--- src/tcc_defs.svh ---
// Offsets, field positions, reset values and timing counts of the timer
`ifndef TCC_DEFS_SVH
`define TCC_DEFS_SVH
`define TCC_A_CTRL      3'h0
`define TCC_A_CNT_LO    3'h1
`define TCC_A_CNT_HI    3'h2
`define TCC_A_CAP_LO    3'h3
`define TCC_A_CAP_HI    3'h4
`define TCC_A_IRQ_STAT  3'h5
`define TCC_A_IRQ_EN    3'h6
`define TCC_A_IRQ_CLR   3'h7
`define TCC_B_OVF_FLAG  7
`define TCC_B_EXT_FLAG  6
`define TCC_B_RX_RATE   5
`define TCC_B_TX_RATE   4
`define TCC_B_EXT_EN    3
`define TCC_B_RUN       2
`define TCC_B_CNT_SEL   1
`define TCC_B_CAP_SEL   0
`define TCC_CTRL_RST    8'h00
`define TCC_CNT_RST     16'h0000
`define TCC_MC_OSC      12
`define TCC_MC_LAST     4'hb
`define TCC_ST_LAST     4'h1
`define TCC_SAMPLE_PH   4'h9
`define TCC_UPDATE_PH   4'h4
`endif

--- src/tcc_pkg.sv ---
// Types shared by the timer files
package tcc_pkg;
  typedef enum logic [1:0]
  {
    TCC_OFF     = 2'b00,
    TCC_RELOAD  = 2'b01,
    TCC_CAPTURE = 2'b10,
    TCC_BAUD    = 2'b11
  } tcc_mode_t;
endpackage

--- src/tcc_edge.sv ---
// Sampled falling-edge detector for an external pin
`timescale 1ns/1ps
module tcc_edge
(
  input  wire logic mclk,
  input  wire logic rstn,
  input  wire logic sample,
  input  wire logic pin,
  output logic      fall
);
  logic prev_q;
  logic prev_d;
  logic fall_q;
  logic fall_d;

  always_comb
  begin
    prev_d = prev_q;
    fall_d = 1'b0;
    if (sample)
    begin
      prev_d = pin;
      fall_d = prev_q & ~pin;
    end
  end

  always_ff @(posedge mclk or negedge rstn)
  begin
    if (!rstn)
    begin
      prev_q <= 1'b0;
      fall_q <= 1'b0;
    end
    else
    begin
      prev_q <= prev_d;
      fall_q <= fall_d;
    end
  end

  assign fall = fall_q;
endmodule // tcc_edge

--- src/tcc_timer.sv ---
// Sixteen-bit timer/counter with capture, reload and baud-rate modes
//
// Functional notes
// - Control bit picks timer or event counter
// - Count is two software-reachable byte registers
// - Timer advances once per twelve-clock machine cycle
// - Count pin sampled per machine cycle; fall counts
// - Counted value appears at next cycle's update phase
// - At most one external edge per 24 periods
// - Mode decoded from rate, capture and run bits
// - Capture mode without trigger overflows set flag
// - Overflow flag drives the interrupt request
// - Trigger fall copies count into capture bytes
// - Trigger fall also sets trigger flag
// - Trigger flag can request an interrupt
// - Reload mode overflow sets flag and reloads
// - Baud mode timer advances every state time
// - Baud mode rollover sets no flag
//
// Implementation choices: the register offsets and the plain strobed port.
`timescale 1ns/1ps
`include "tcc_defs.svh"
module tcc_timer
  import tcc_pkg::*;
(
  input  wire logic       mclk,
  input  wire logic       rstn,
  input  wire logic [2:0] addr,
  input  wire logic [7:0] wdata,
  input  wire logic       wr,
  input  wire logic       rd,
  output logic      [7:0] rdata,
  input  wire logic       count_input_pin,
  input  wire logic       capture_trigger_pin,
  output logic            irq
);
  logic [3:0]  phase_q, phase_d;
  logic [7:0]  ctrl_q, ctrl_d;
  logic [15:0] cnt_q, cnt_d;
  logic [15:0] cap_q, cap_d;
  logic [1:0]  ien_q, ien_d;
  logic [7:0]  rdata_q, rdata_d;
  logic        irq_q, irq_d;
  logic        pend_q, pend_d;
  logic        sample, mc_tick, st_tick, upd_tick;
  logic        cnt_fall, trg_fall, step;
  logic        is_ovf;
  tcc_mode_t   mode;
  logic [1:0]  pin_vec;
  logic [1:0]  fall_vec;

  // Machine cycle of twelve oscillator clocks; state time is two
  assign mc_tick  = (phase_q == `TCC_MC_LAST);
  assign st_tick  = phase_q[0];
  assign sample   = (phase_q == `TCC_SAMPLE_PH);
  assign upd_tick = (phase_q == `TCC_UPDATE_PH);

  always_comb
  begin
    phase_d = mc_tick ? 4'h0 : phase_q + 4'h1;
  end

  // Each pin has its own sampled detector; bit 0 counts, bit 1 triggers
  assign pin_vec = {capture_trigger_pin, count_input_pin};

  generate
    for (genvar gi = 0; gi < 2; gi++)
    begin : g_edge
      tcc_edge u_edge
      (
        .mclk   (mclk),
        .rstn   (rstn),
        .sample (sample),
        .pin    (pin_vec[gi]),
        .fall   (fall_vec[gi])
      );
    end
  endgenerate

  assign cnt_fall = fall_vec[0];
  assign trg_fall = fall_vec[1];

  always_comb
  begin
    if (!ctrl_q[`TCC_B_RUN])
      mode = TCC_OFF;
    else if (ctrl_q[`TCC_B_RX_RATE] | ctrl_q[`TCC_B_TX_RATE])
      mode = TCC_BAUD;
    else if (ctrl_q[`TCC_B_CAP_SEL])
      mode = TCC_CAPTURE;
    else
      mode = TCC_RELOAD;
  end

  // Counter edges wait for the update phase of the next cycle; the
  // sample-per-cycle scheme limits the rate to one edge per two cycles
  always_comb
  begin
    pend_d = pend_q;
    if (cnt_fall)
      pend_d = 1'b1;
    else if (upd_tick)
      pend_d = 1'b0;
  end

  always_comb
  begin
    step = 1'b0;
    case (mode)
      TCC_OFF:
        step = 1'b0;
      TCC_BAUD:
        step = ctrl_q[`TCC_B_CNT_SEL] ? (pend_q & upd_tick)
                                      : st_tick;
      TCC_RELOAD, TCC_CAPTURE:
        step = ctrl_q[`TCC_B_CNT_SEL] ? (pend_q & upd_tick)
                                      : mc_tick;
      default:
        step = 1'b0;
    endcase
  end

  assign is_ovf = step & (cnt_q == 16'hffff);

  always_comb
  begin
    cnt_d  = cnt_q;
    cap_d  = cap_q;
    ctrl_d = ctrl_q;
    ien_d  = ien_q;
    if (wr)
    begin
      case (addr)
        `TCC_A_CTRL:    ctrl_d = wdata;
        `TCC_A_CNT_LO:  cnt_d[7:0] = wdata;
        `TCC_A_CNT_HI:  cnt_d[15:8] = wdata;
        `TCC_A_CAP_LO:  cap_d[7:0] = wdata;
        `TCC_A_CAP_HI:  cap_d[15:8] = wdata;
        `TCC_A_IRQ_EN:  ien_d = wdata[1:0];
        `TCC_A_IRQ_CLR:
        begin
          if (wdata[1])
            ctrl_d[`TCC_B_OVF_FLAG] = 1'b0;
          if (wdata[0])
            ctrl_d[`TCC_B_EXT_FLAG] = 1'b0;
        end
        default: ;
      endcase
    end
    if (step)
    begin
      if (is_ovf && mode != TCC_CAPTURE)
        cnt_d = cap_q;
      else
        cnt_d = cnt_q + 16'h0001;
    end
    // Events win over a clear in the same cycle
    if (is_ovf && mode != TCC_BAUD)
      ctrl_d[`TCC_B_OVF_FLAG] = 1'b1;
    if (trg_fall && ctrl_q[`TCC_B_EXT_EN] && mode != TCC_OFF)
    begin
      ctrl_d[`TCC_B_EXT_FLAG] = 1'b1;
      if (mode == TCC_CAPTURE)
        cap_d = cnt_q;
      else if (mode == TCC_RELOAD)
        cnt_d = cap_q;
    end
  end

  always_comb
  begin
    rdata_d = 8'h00;
    if (rd)
    begin
      case (addr)
        `TCC_A_CTRL:     rdata_d = ctrl_q;
        `TCC_A_CNT_LO:   rdata_d = cnt_q[7:0];
        `TCC_A_CNT_HI:   rdata_d = cnt_q[15:8];
        `TCC_A_CAP_LO:   rdata_d = cap_q[7:0];
        `TCC_A_CAP_HI:   rdata_d = cap_q[15:8];
        `TCC_A_IRQ_STAT: rdata_d = {6'h00, ctrl_q[`TCC_B_OVF_FLAG],
                                    ctrl_q[`TCC_B_EXT_FLAG]};
        `TCC_A_IRQ_EN:   rdata_d = {6'h00, ien_q};
        default:         rdata_d = 8'h00;
      endcase
    end
    // Next values, so irq never lags a new enable by a cycle
    irq_d = (ien_d[1] & ctrl_d[`TCC_B_OVF_FLAG])
          | (ien_d[0] & ctrl_d[`TCC_B_EXT_FLAG]);
  end

  always_ff @(posedge mclk or negedge rstn)
  begin
    if (!rstn)
    begin
      phase_q <= 4'h0;
      ctrl_q  <= `TCC_CTRL_RST;
      cnt_q   <= `TCC_CNT_RST;
      cap_q   <= `TCC_CNT_RST;
      ien_q   <= 2'b00;
      rdata_q <= 8'h00;
      irq_q   <= 1'b0;
      pend_q  <= 1'b0;
    end
    else
    begin
      phase_q <= phase_d;
      ctrl_q  <= ctrl_d;
      cnt_q   <= cnt_d;
      cap_q   <= cap_d;
      ien_q   <= ien_d;
      rdata_q <= rdata_d;
      irq_q   <= irq_d;
      pend_q  <= pend_d;
    end
  end

  assign rdata = rdata_q;
  assign irq   = irq_q;
endmodule // tcc_timer

--- config.mk ---
export PLATFORM = sky130hd
export DESIGN_NAME = tcc_timer
export DESIGN_NICKNAME = d
export VERILOG_FILES = /design/src/tcc_pkg.sv /design/src/tcc_edge.sv /design/src/tcc_timer.sv
export VERILOG_INCLUDE_DIRS = /design/src
export SDC_FILE = /design/constraint.sdc
export NUM_CORES = 1
export LEC_CHECK = 0
export BUFFER_PORTS_ARGS = -buffer_cell sky130_fd_sc_hd__buf_2
export CAP_MARGIN = 25
export CORE_MARGIN = 2
export CORE_UTILIZATION = 35
export DETAILED_ROUTE_END_ITERATION = 16
export PLACE_DENSITY_LB_ADDON = 0.1
export SLEW_MARGIN = 25
export SYNTH_ARGS = -nofsm -noshare
export SYNTH_HDL_FRONTEND = slang
export SYNTH_SLANG_ARGS = --single-unit
--- constraint.sdc ---
create_clock -name mclk -period 5.05 [get_ports mclk]
set_input_delay 0.2525 -clock mclk [delete_from_list [all_inputs] [get_ports mclk]]
set_output_delay 0.2525 -clock mclk [all_outputs]
set_load 0.02 [all_outputs]
# After elaboration in Yosys (flattened, before gate mapping)
# Cells that the tools add are included.
# totals
mem_count	0
romBits	0
wordCells	86
latch_bits	0
mem_bits_rw	0
ff_bits	60
# classes
n_reduce_logical	10
multipliers	0
n_div	0
n_mux	35
order_cmp	0
n_bitwise	10
shift	0
eq_ne	16
add_sub_neg	2
# ops
operator	n
2-to-1 mux 16 bit	9
one-hot mux 8 bit (7 select lines)	1
2-to-1 mux 8 bit	6
adder 16 x 1 -> 16 bit (second input constant)	1
equality test 16 bit (second input constant)	1
equality test 3 bit (second input constant)	4
2-to-1 mux 1 bit	10
2-to-1 mux 2 bit	5
equality test 4 bit (second input constant)	2
bitwise AND 1 bit	6
equality test 3 x 2 -> 1 bit (second input constant)	2
2-to-1 mux 6 bit	1
adder 4 x 1 -> 4 bit (second input constant)	1
equality test 2 bit (second input constant)	2
equality test 4 x 3 -> 1 bit (second input constant)	1
logical AND 1 bit	4
2-to-1 mux 4 bit	1
!= test 2 bit (second input constant)	2
one-hot mux 2 bit (2 select lines)	1
nonzero test 2 bit	2
equality test 3 x 1 -> 1 bit (second input constant)	1
logical NOT 3 bit	1
one-hot mux 1 bit (3 select lines)	1
equality test 2 x 1 -> 1 bit (second input constant)	1
5 further kinds	7

# Logic depth before layout (Yosys ltp)
# Gate-level depths: netlist of the first run.
# depth
depth_word	13
mapped_depth	12
depth_no_buf	10

# Cells and area by module
# A second synthesis of the first run with hierarchy kept.
# unflattened
cells_unflattened	376
area_unflattened_um2	3844.9
# by_module_without_submodules
mod	area_per_inst_um2	instances	seq_area_each_um2	cells_each
tcc_timer	3694.8	1	1401.3	368
tcc_edge	75.1	2	50.0	4

# Least setup slack after synthesis of the first run
# OpenSTA, ideal clock, no wires.
# synth_path
path_type	flip-flop to flip-flop
from	register ctrl_q[0]
to	register cnt_q[14]
path_stages_with_launch	10
path_buffers	2
arrival_time_ns	2.193
setup_slack_ns	2.715
setup_ns	0.141
t_required_ns	4.909
path_cell_list	dfrtp_1 > o31ai_1 > ha_1 > nor2b_1 > o31ai_2 > nand3b_1 > buf_2 > buf_2 > o32ai_1 > a31oi_1
# synth_between
elab_chain_len	13
# synth_rtl
element	line	text
from (decl)	tcc_timer.sv:38	logic [7:0] ctrl_q, ctrl_d;
from (signal assigned)	tcc_timer.sv:197	ctrl_q <= `TCC_CTRL_RST;
from (signal assigned)	tcc_timer.sv:208	ctrl_q <= ctrl_d;
2-to-1 mux 2 bit (*)	tcc_timer.sv:89	else if (ctrl_q[`TCC_B_CAP_SEL])
2-to-1 mux 2 bit (*)	tcc_timer.sv:87	else if (ctrl_q[`TCC_B_RX_RATE] | ctrl_q[`TCC_B_TX_RATE])
2-to-1 mux 2 bit (*)	tcc_timer.sv:85	if (!ctrl_q[`TCC_B_RUN])
equality test 2 bit or equality test 2 x 1 -> 1 bit (tied branches)	tcc_timer.sv:109, tcc_timer.sv:163, tcc_timer.sv:165	
OR reduction 2 bit	tcc_timer.sv:109	case (mode)
one-hot mux 1 bit (3 select lines)	tcc_timer.sv:109	
bitwise AND 1 bit	tcc_timer.sv:123	assign is_ovf = step & (cnt_q == 16'hffff);
logical AND 1 bit	tcc_timer.sv:152	if (is_ovf && mode != TCC_CAPTURE)
2-to-1 mux 16 bit	tcc_timer.sv:152	
2-to-1 mux 16 bit	tcc_timer.sv:150	if (step)
2-to-1 mux 16 bit	tcc_timer.sv:165	else if (mode == TCC_RELOAD)
2-to-1 mux 16 bit	tcc_timer.sv:163	if (mode == TCC_CAPTURE)
2-to-1 mux 16 bit (*)	tcc_timer.sv:160	if (trg_fall && ctrl_q[`TCC_B_EXT_EN] && mode != TCC_OFF)
via cnt_d[14]	tcc_timer.sv:39	logic [15:0] cnt_q, cnt_d;
to (signal assigned)	tcc_timer.sv:198	cnt_q <= `TCC_CNT_RST;
to (signal assigned)	tcc_timer.sv:209	cnt_q <= cnt_d;
to (decl)	tcc_timer.sv:39	
# The timed path passes the listed nets; every way through them passes the cells marked *.
# A chain may end at the register's enable or synchronous reset.

# Final worst setup path of the first run
# layout_path
from	register ctrl_q[0]
to	register cnt_q[11]
# Same word-level chain as after synthesis.

==> summary.txt, run 1 <==
Outcome
  • Outcome: finished, final reports clean

Yosys
  • Cell area after synthesis: 3620 um2
  • Top_reg_cell synth: dfrtp_1
  • Post-synth EDFFs: 0
  • Xor/xnor cell area share of the yosys netlist: 0.0145
  • Leading area contributor after synthesis: dfrtp_1
  • Yosys warns: 0
  • Synth Area in Compound Gates: 0.144
  • Mapped Avg Cell Area: 10.2 um2
  • Post-synthesis cell type count: 60
  • Largest family of logic cells by synthesized area: multiplexers
  • Post-Synth Adder-Cell Area: 0.0277
  • Synth top area share: 0.415
  • Syn nets: 379
  • Cell count after synthesis: 354
  • Yosys reg bits: 60
  • Seq/Total Area, Yosys: 0.415
  • Post-synth ARST share: 1.00
  • Synth Area in Simple Gates: 0.177
  • Ranking of synthesized cells by area: dfrtp_1 42%, mux2i_1 8.9%, mux4_2 4.4%, a21oi_1 4.0%, mux2_2 3.1%
  • Mux cell area share after synthesis: 0.189

Setup path
  • Worst EP arrival: 3.57 ns
  • Slowest stage delay, CP: 0.76 ns
  • CP Launch Type: flop
  • End of the worst register-to-register path: cnt_q[11]
  • CP endpoint kind: flop
  • Critical path required time: 5.33 ns
  • Crit-path cells: o31ai_1, ha_1, nor2b_1, o31ai_2, nand3b_1, o21ai_1, a32o_1, a31o_1
  • Crit path to: cnt_q[11]
  • CP max-delay cell: nand3b_1
  • Crit Path Max Fanout: 23
  • R2r setup slk: 1.76 ns
  • Reg2reg start: ctrl_q[0]
  • Crit Path Category: flop to flop
  • R2R cell count: 8
  • Beginning of the critical path: ctrl_q[0]

Flow run
  • Number of max-cap violations: 0

Hold path
  • HP Class: input pin to asynchronous set/reset pin

STA
  • Worst setup margin: 1.76 ns
  • RSZ-0062 raised after global routing: no
  • Final period utilization: 0.652
  • Peak Freq: 304 MHz
  • Hold Worst Slack: 0.0670 ns
  • Hold Fails Final Rpt: 0
  • Clock skew: 0.00786 ns
  • Final setup viols: 0
  • Normalized max-slew margin: 0.300
  • Least-Margin Pin Slew: 1.05 ns
  • Sum Neg Setup Slack: 0 ns
  • Min Tclk post-route: 3.29 ns
  • Max Slew Vio Count: 0

Global route
  • Antenna violations before repair: 0
  • Vias in the first global route: 2767
  • GRT Overall Usage: 0.195
  • Global-route wire length before repair: 16300 um
  • Pin count of the biggest net entering global routing: 61
  • Grt ovf: 0

Floorplan
  • Chip Width: 106 um
  • IO Count: 26
  • Chip height: 106 um
  • Die area: 11200 um2
  • Starting density of the core: 0.355
  • Placement row count: 37
  • Core area: 10200 um2

Drt
  • TritonRoute pass-1 iters: 4
  • Vias per cell: 5.51
  • Final antenna-violating net count: 0
  • Final wirelength: 10200 um
  • Via Count: 2827
  • DRC Markers: 0
  • 1st-iter DRT viols: 148
  • DR WL/cell: 20.0 um

Cells and area
  • Share of layout cells above drive strength 1: 0.191
  • Commonest non-fill, non-tap cells in the layout: 60 x dfrtp_1, 32 x mux2i_1, 30 x nor2_1
  • Diode count: 0
  • Multi-input gate area: 2000 um2
  • # fillers: 1035
  • Final nets: 399
  • Seq. cell area: 1500 um2
  • Commonest non-fill, non-tap cell in the layout: dfrtp_1
  • Synthesis-to-finish area growth: 10.8%

Placement
  • Post-Place Setup Slack: 1.80 ns
  • Final HPWL DP: 7220 um
  • Buffers on Ports: 25
  • Final Wtd Congestion: 0.845

Power
  • Leakage: 1.68 nW
  • Max rail drop VDD: 0.172 mV
  • Pwr Density: 428 nW/um2

Clock tree
  • CTS Sinks: 60
  • Root Buffer: clkbuf_8
  • PostCTS Resize Cnt: 0
  • Hold-fix buffers at CTS: 0
  • CTS tree: yes
  • Inserted Clock Buffers: 9
  • H-tree depth: 3
  • Post-CTS setup buffers: 0
  • Clock transition at the registers of the reported paths: 0.07 ns
  • Worst-Skew Late Latency: 0.35 ns
  • CTS Buffer Depth: 2
[cells in the mapped netlist (5+ instances only)]
cell	n
dfrtp_1	60
mux2i_1	32
nor2_1	30
a21oi_1	29
nand2_1	21
nand3_1	20
buf_2	11
mux2_2	10
ha_1	8
nand2b_1	8
clkbuf_1	7
mux4_2	7
a21boi_0	6
inv_1	6
mux2_1	6
nor2b_1	6
o21ai_1	6
a22o_1	5
and3_1	5
nand3b_1	5
o21ai_0	5
[registers in the layout (all words and copies together), names as in the netlist]
| signal | flops |
|---|---|
| ien_q | 2 |
| cnt_q | 16 |
| g_edge.u_edge.prev_q | 2 |
| ctrl_q | 8 |
| irq | 1 |
| phase_q | 4 |
| pend_q | 1 |
| rdata | 8 |
| cap_q | 16 |
| g_edge.u_edge.fall | 2 |
[stage by stage]
stage / total power, mW / cells / area (um2) / util
after floorplan: 1.16 / 354 / 3620 / -
after global placement: 1.34 / 499 / 3850 / 0.378
after detailed placement: 1.34 / 499 / 3850 / 0.378
after CTS: 1.73 / 513 / 4010 / 0.394
after global routing: 1.82 / 513 / 4010 / 0.394
final: 1.71 / 513 / 4010 / 0.394
[metal layers]
metal  track usage  part of all wire  vias to the layer above
li1              -                 -                     1341
met1         0.270              0.46                     1392
met2         0.305              0.47                       75
met3        0.0365             0.045                       19
met4        0.0733             0.022                        0
met5             0                 0                        -
[kinds of logic after synthesis]
group                    after synthesis
AND/OR/NAND/NOR                      119
AO/OA/AOI/OAI                         79
flip-flops                            60
multiplexers                          56
buffers and inverters                 26
adder cells (fa/ha/maj)                8
XOR/XNOR                               6
[where the power goes]
| part | internal (mW) | switching, mW | leakage (nW) |
|---|---|---|---|
| clock network | 0.183 | 0.189 | 0.0848 |
| registers | 0.605 | 0.189 | 0.718 |
| logic | 0.267 | 0.281 | 0.877 |
[worst min-delay path by stage]
stage,startpoint,cells past startpoint,slack (ns),endpoint
floorplan,rstn,0,-0.04,cap_q[0]
global placement,g_edge[0].u_edge.fall,1,0.41,pend_q
detailed placement,g_edge[0].u_edge.fall,1,0.42,pend_q
CTS,count_input_pin,2,0.05,g_edge[0].u_edge.fall
global route,count_input_pin,2,0.07,g_edge[0].u_edge.fall
finish,rstn,2,0.07,rdata[6]
[critical path, delay by kind of cell, from the launching register on]
kind	cells	cell delay, ns
and+or+nand+nor	2	0.90
DFF	1	0.41
AOI/OAI and AO/OA	5	1.60
adders and majority gates	1	0.32
[layout make-up]
type                            count  share of cell area
Sequential cell                    60               0.375
Timing Repair Buffer               29              0.0387
Multi-Input combinational cell    268               0.500
Inverter                            6             0.00562
Clock inverter                      3             0.00375
Clock buffer                       11              0.0353
Tap cell                          136              0.0424
No activity file was read; power rests on OpenSTA's default activity.
==> run 2, diff against run 1 <==
==> constraint.sdc (replaced) <==
create_clock -name mclk -period 2.65 [get_ports mclk]
set_input_delay 0.1325 -clock mclk [delete_from_list [all_inputs] [get_ports mclk]]
set_output_delay 0.1325 -clock mclk [all_outputs]
set_load 0.02 [all_outputs]
==> run 2 against run 1 <==
Against the previous run:
- die area is the same
- sequential power rose by 90%
- largest power group unchanged
- count of clock-buffer cells in the layout is the same
- cell area increased by 5.7%
- worst hold slack improved by 0.013 ns
- non-clock buffer count rose by 17
- wire length is 4.0% higher
- via count rose by 2.5%
- highest routed layer unchanged
- sequential cell count did not move
- final cell count up 3.7%
- critical path type unchanged
- clock power grew to 2.5 times the previous value
- combinational power rose by 97%
==> summary.txt, run 2 (synthesized netlist as in run 1, its figures left out) <==
Setup path
  • CP max-delay cell: dfrtp_1
  • CP Launch Type: flop
  • Crit path max-delay family: simple AND/OR/NAND/NOR gates
  • Slowest stage delay, CP: 0.42 ns
  • Crit-path cells: nor2_1, nand2_1, and2_1, ha_1, nor2b_1, o31ai_2, nand3b_1, buf_12, mux2_1, o221ai_2, a21oi_1
  • CP endpoint kind: flop
  • Crit path buf inv count: 1
  • Critical path required time: 2.87 ns
  • Worst EP arrival: 2.71 ns
  • Crit Path Max Fanout: 23
  • Crit Path Category: flop to flop

Global route
  • Vias in the first global route: 2876
  • GRT Overall Usage: 0.205
  • Grt ovf: 0
  • Pin count of the biggest net entering global routing: 41
  • Global-route wire length before repair: 17100 um
  • Antenna violations before repair: 0

Power
  • Tot Pwr: 3.54 mW
  • Clock power frac: 0.268
  • Int Power: 2.25 mW
  • Max rail drop VDD: 0.292 mV
  • Sequential power share: 0.426
  • Comb power frac: 0.306
  • Pwr Density: 835 nW/um2
  • Net Sw Power: 1.29 mW
  • Sw frac: 0.365
  • Leakage: 1.80 nW

Cells and area
  • Final nets: 416
  • Diode count: 0
  • # fillers: 1022
  • Final Core Density: 0.416
  • Share of layout cells above drive strength 1: 0.227
  • Synthesis-to-finish area growth: 17.2%
  • Commonest non-fill, non-tap cell in the layout: dfrtp_1
  • Biggest regs: cap_q x16, cnt_q x16
  • Commonest non-fill, non-tap cells in the layout: 60 x dfrtp_1, 32 x mux2i_1, 30 x nor2_1

Outcome
  • Outcome: finished, final reports clean

Flow run
  • Number of max-cap violations: 0

STA
  • Peak Freq: 402 MHz
  • Least-Margin Pin Slew: 0.621 ns
  • Min Tclk post-route: 2.49 ns
  • Final period utilization: 0.939
  • Clock skew: 0.0194 ns
  • Max Slew Vio Count: 0
  • Sum Neg Setup Slack: 0 ns
  • Hold Fails Final Rpt: 0
  • Final setup viols: 0
  • RSZ-0062 raised after global routing: no
  • Normalized max-slew margin: 0.586

Drt
  • TritonRoute pass-1 iters: 5
  • Final wirelength: 10700 um
  • Via Count: 2897
  • Vias per cell: 5.45
  • DR WL/cell: 20.0 um
  • Final antenna-violating net count: 0
  • DRC Markers: 0
  • 1st-iter DRT viols: 211

Floorplan
  • Core area: 10200 um2
  • Placement row count: 37
  • Die area: 11200 um2
  • IO Count: 26
  • Chip height: 106 um
  • Chip Width: 106 um
  • Starting density of the core: 0.355

Placement
  • Final HPWL DP: 7640 um
  • Buffers on Ports: 25
  • Final Wtd Congestion: 0.915

Clock tree
  • Clock transition at the registers of the reported paths: 0.08 ns
  • CTS tree: yes
  • CTS Buffer Depth: 2
  • Worst-Skew Late Latency: 0.36 ns
  • CTS Sinks: 60
  • H-tree depth: 3
  • Root Buffer: clkbuf_8
  • Inserted Clock Buffers: 9

Hold path
  • HP Class: input pin to flop
==> run 2: cell count changes in the layout (fill, tap and decap cells not counted), sizes merged <==
cell,delta
dlygate4sd3,+3
buf,+14
bufinv,+2
==> run 2: layer usage <==
layer,part of all wire,global-route usage
met5,0,0
met4,0.018,0.0592
met3,0.048,0.0513
met2,0.48,0.320
met1,0.45,0.282
==> run 2: power groups by stage <==
stage | Sequential, mW | Clock [mW] | Combinational, mW
global placement | 1.53 | 0 | 1.06
detailed placement | 1.52 | 0 | 1.07
floorplan | 1.38 | 0 | 0.825
CTS | 1.50 | 0.975 | 1.08
global route | 1.56 | 1.02 | 1.21
finish | 1.51 | 0.948 | 1.08
==> run 2: timing repair <==
item	in CTS	in global routing
endpoints found under the hold margin	40	0
endpoints found under the setup margin	0	14
resized for setup	0	4
hold buffers	3	0
buffers inserted	0	1
==> run 2: area by class of cell <==
| class | instances | area, um2 | area share |
|---|---|---|---|
| inverter | 6 | 22.5 | 0.00531 |
| timing repair buffer | 46 | 305 | 0.0720 |
| sequential | 60 | 1500 | 0.354 |
| tap | 136 | 170 | 0.0402 |
| clock buffer | 11 | 141 | 0.0334 |
| clock inverter | 5 | 75.1 | 0.0177 |
| multi-input combinational | 268 | 2020 | 0.477 |
==> run 2: through the flow <==
stage          hold slack [ns]  setup WS (ns)  area, um2  std cells
2_1_floorplan           -0.163          0.315       3620        354
3_3_place_gp             0.302         0.0897       3960        512
3_5_place_dp             0.308         0.0572       3960        512
4_1_cts                 0.0582         0.0161       4210        531
5_1_grt                 0.0666        0.00751       4240        532
6_report                0.0798          0.162       4240        532
==> run 2: worst paths after layout <==
kind / from / to / slack [ns] / cells after the start
worst max register to register: ctrl_q[4] / cnt_q[12] / 0.16 / 11
worst max-delay path: ctrl_q[4] / cnt_q[12] / 0.16 / 11
min in group asynchronous: rstn / rdata[0] / 0.29 / 2
worst min register to register: g_edge[0].u_edge.fall / pend_q / 0.44 / 1
worst min-delay path: rd / rdata[1] / 0.08 / 2
max in group asynchronous: rstn / pend_q / 1.65 / 3
==> run 3, diff against run 2 <==
--- a/config.mk
+++ b/config.mk
@@ -7,10 +7,11 @@
 export NUM_CORES = 1
 export LEC_CHECK = 0
 export BUFFER_PORTS_ARGS = -buffer_cell sky130_fd_sc_hd__buf_2
-export CAP_MARGIN = 25
+export CAP_MARGIN = 20
 export CORE_MARGIN = 2
 export CORE_UTILIZATION = 35
 export DETAILED_ROUTE_END_ITERATION = 16
+export MAX_ROUTING_LAYER = met4
 export PLACE_DENSITY_LB_ADDON = 0.1
 export SLEW_MARGIN = 25
 export SYNTH_ARGS = -nofsm -noshare
==> run 3 against run 2 <==
Against the previous run:
- clock power up 0.4%
- sequential share of layout area unchanged
- utilization unchanged
- largest cell class unchanged
- die area unchanged
- largest power group unchanged
- sequential power about the same
- power up 0.27%
- via count up 0.76%
- critical path depth unchanged
==> summary.txt, run 3 (synthesized netlist as in run 1, its figures left out) <==
Cells and area
  • Final nets: 416
  • Synthesis-to-finish area growth: 17.2%
  • Commonest non-fill, non-tap cells in the layout: 60 x dfrtp_1, 32 x mux2i_1, 30 x nor2_1
  • Biggest regs: cap_q x16, cnt_q x16
  • Post-route cell area: 4240 um2
  • Diode count: 0
  • Share of layout cells above drive strength 1: 0.227
  • Commonest non-fill, non-tap cell in the layout: dfrtp_1
  • Post-Layout Cell Count: 532
  • # fillers: 1022

STA
  • Final setup viols: 0
  • Sum Neg Setup Slack: 0 ns
  • Max Slew Vio Count: 0
  • Hold Worst Slack: 0.0732 ns
  • Final period utilization: 0.938
  • Normalized max-slew margin: 0.598
  • Least-Margin Pin Slew: 0.603 ns
  • Hold Fails Final Rpt: 0
  • Min Tclk post-route: 2.48 ns
  • Clock skew: 0.0184 ns
  • Peak Freq: 402 MHz
  • RSZ-0062 raised after global routing: no

Setup path
  • CP max-delay cell: dfrtp_1
  • Critical path required time: 2.88 ns
  • CP Launch Type: flop
  • Worst EP arrival: 2.71 ns
  • Crit path buf inv count: 1
  • Slowest stage delay, CP: 0.42 ns
  • CP endpoint kind: flop
  • Crit Path Max Fanout: 23
  • Crit-path cells: nor2_1, nand2_1, and2_1, ha_1, nor2b_1, o31ai_2, nand3b_1, buf_12, mux2_1, o221ai_2, a21oi_1
  • Crit path max-delay family: simple AND/OR/NAND/NOR gates
  • Crit Path Category: flop to flop

Drt
  • Final wirelength: 10700 um
  • DRC Markers: 0
  • Via Count: 2919
  • Final antenna-violating net count: 0
  • Vias per cell: 5.49
  • 1st-iter DRT viols: 222
  • DR WL/cell: 20.2 um
  • TritonRoute pass-1 iters: 4

Placement
  • Placed cells: 512
  • Final HPWL DP: 7640 um
  • Buffers on Ports: 25
  • Placed inst area: 3960 um2
  • Final Wtd Congestion: 0.931

Hold path
  • HP Class: input pin to flop

Global route
  • Pin count of the biggest net entering global routing: 41
  • Grt ovf: 0
  • Vias in the first global route: 2888
  • Global-route wire length before repair: 17100 um
  • Antenna violations before repair: 0
  • GRT Overall Usage: 0.210

Clock tree
  • Clock transition at the registers of the reported paths: 0.08 ns
  • Inserted Clock Buffers: 9
  • CTS tree: yes
  • H-tree depth: 3
  • Root Buffer: clkbuf_8
  • CTS Buffer Depth: 2
  • Worst-Skew Late Latency: 0.36 ns
  • CTS Sinks: 60

Power
  • Leakage: 1.80 nW
  • Pwr Density: 837 nW/um2
  • Max rail drop VDD: 0.291 mV
  • Tot Pwr: 3.55 mW

Flow run
  • Number of max-cap violations: 0

Floorplan
  • Core area: 10200 um2
  • IO Count: 26
  • Chip Width: 106 um
  • Chip height: 106 um
  • Placement row count: 37
  • Starting density of the core: 0.355
  • Die area: 11200 um2

Outcome
  • Outcome: finished, final reports clean
run 3: cell counts in the layout (fill, tap and decap cells not counted):
Identical to the previous run, type by type.
run 3: power by group:
part / internal [mW] / switching [mW] / leakage [nW]
combinational: 0.546 / 0.540 / 0.965
clock: 0.551 / 0.401 / 0.113
sequential: 1.15 / 0.359 / 0.718
run 3: stage by stage:
stage / setup slack, ns / utilization
finish: 0.165 / 0.416
global route: 0.00948 / 0.416
global placement: 0.0897 / 0.389
floorplan: 0.315 / -
detailed placement: 0.0572 / 0.389
CTS: 0.0161 / 0.413
run 3: worst paths after layout:
check                           depth (start not counted)  slack [ns]        end             startpoint
max in group asynchronous                               3        1.66     pend_q                   rstn
worst min register to register                          1        0.44     pend_q  g_edge[0].u_edge.fall
worst max register to register                         11        0.17  cnt_q[12]              ctrl_q[4]
worst max-delay path                                   11        0.17  cnt_q[12]              ctrl_q[4]
min in group asynchronous                               2        0.30   rdata[4]                   rstn
worst min-delay path                                    2        0.07   rdata[1]                     rd
run 3: per-layer routing:
metal / vias to the layer above / share of wire / GRT usage
met1: 1448 / 0.46 / 0.280
met4: 0 / 0.019 / 0.0648
li1: 1379 / - / -
met3: 17 / 0.050 / 0.0458
met5: - / 0 / -
met2: 75 / 0.47 / 0.322
run 3: final cells by class:
| class | count | area [um2] | area share |
|---|---|---|---|
| clock buffer | 11 | 141 | 0.0334 |
| clock inverter | 5 | 75.1 | 0.0177 |
| inverter | 6 | 22.5 | 0.00531 |
| multi-input combinational | 268 | 2020 | 0.477 |
| sequential | 60 | 1500 | 0.354 |
| tap | 136 | 170 | 0.0402 |
| timing repair buffer | 46 | 305 | 0.0720 |
run 3: what timing repair did:
| action | in CTS | in global routing |
|---|---|---|
| hold buffers | 3 | 0 |
| hold endpoints to repair | 40 | 0 |
| buffers inserted | 0 | 1 |
| resized for setup | 0 | 4 |
| setup endpoints to repair | 0 | 14 |
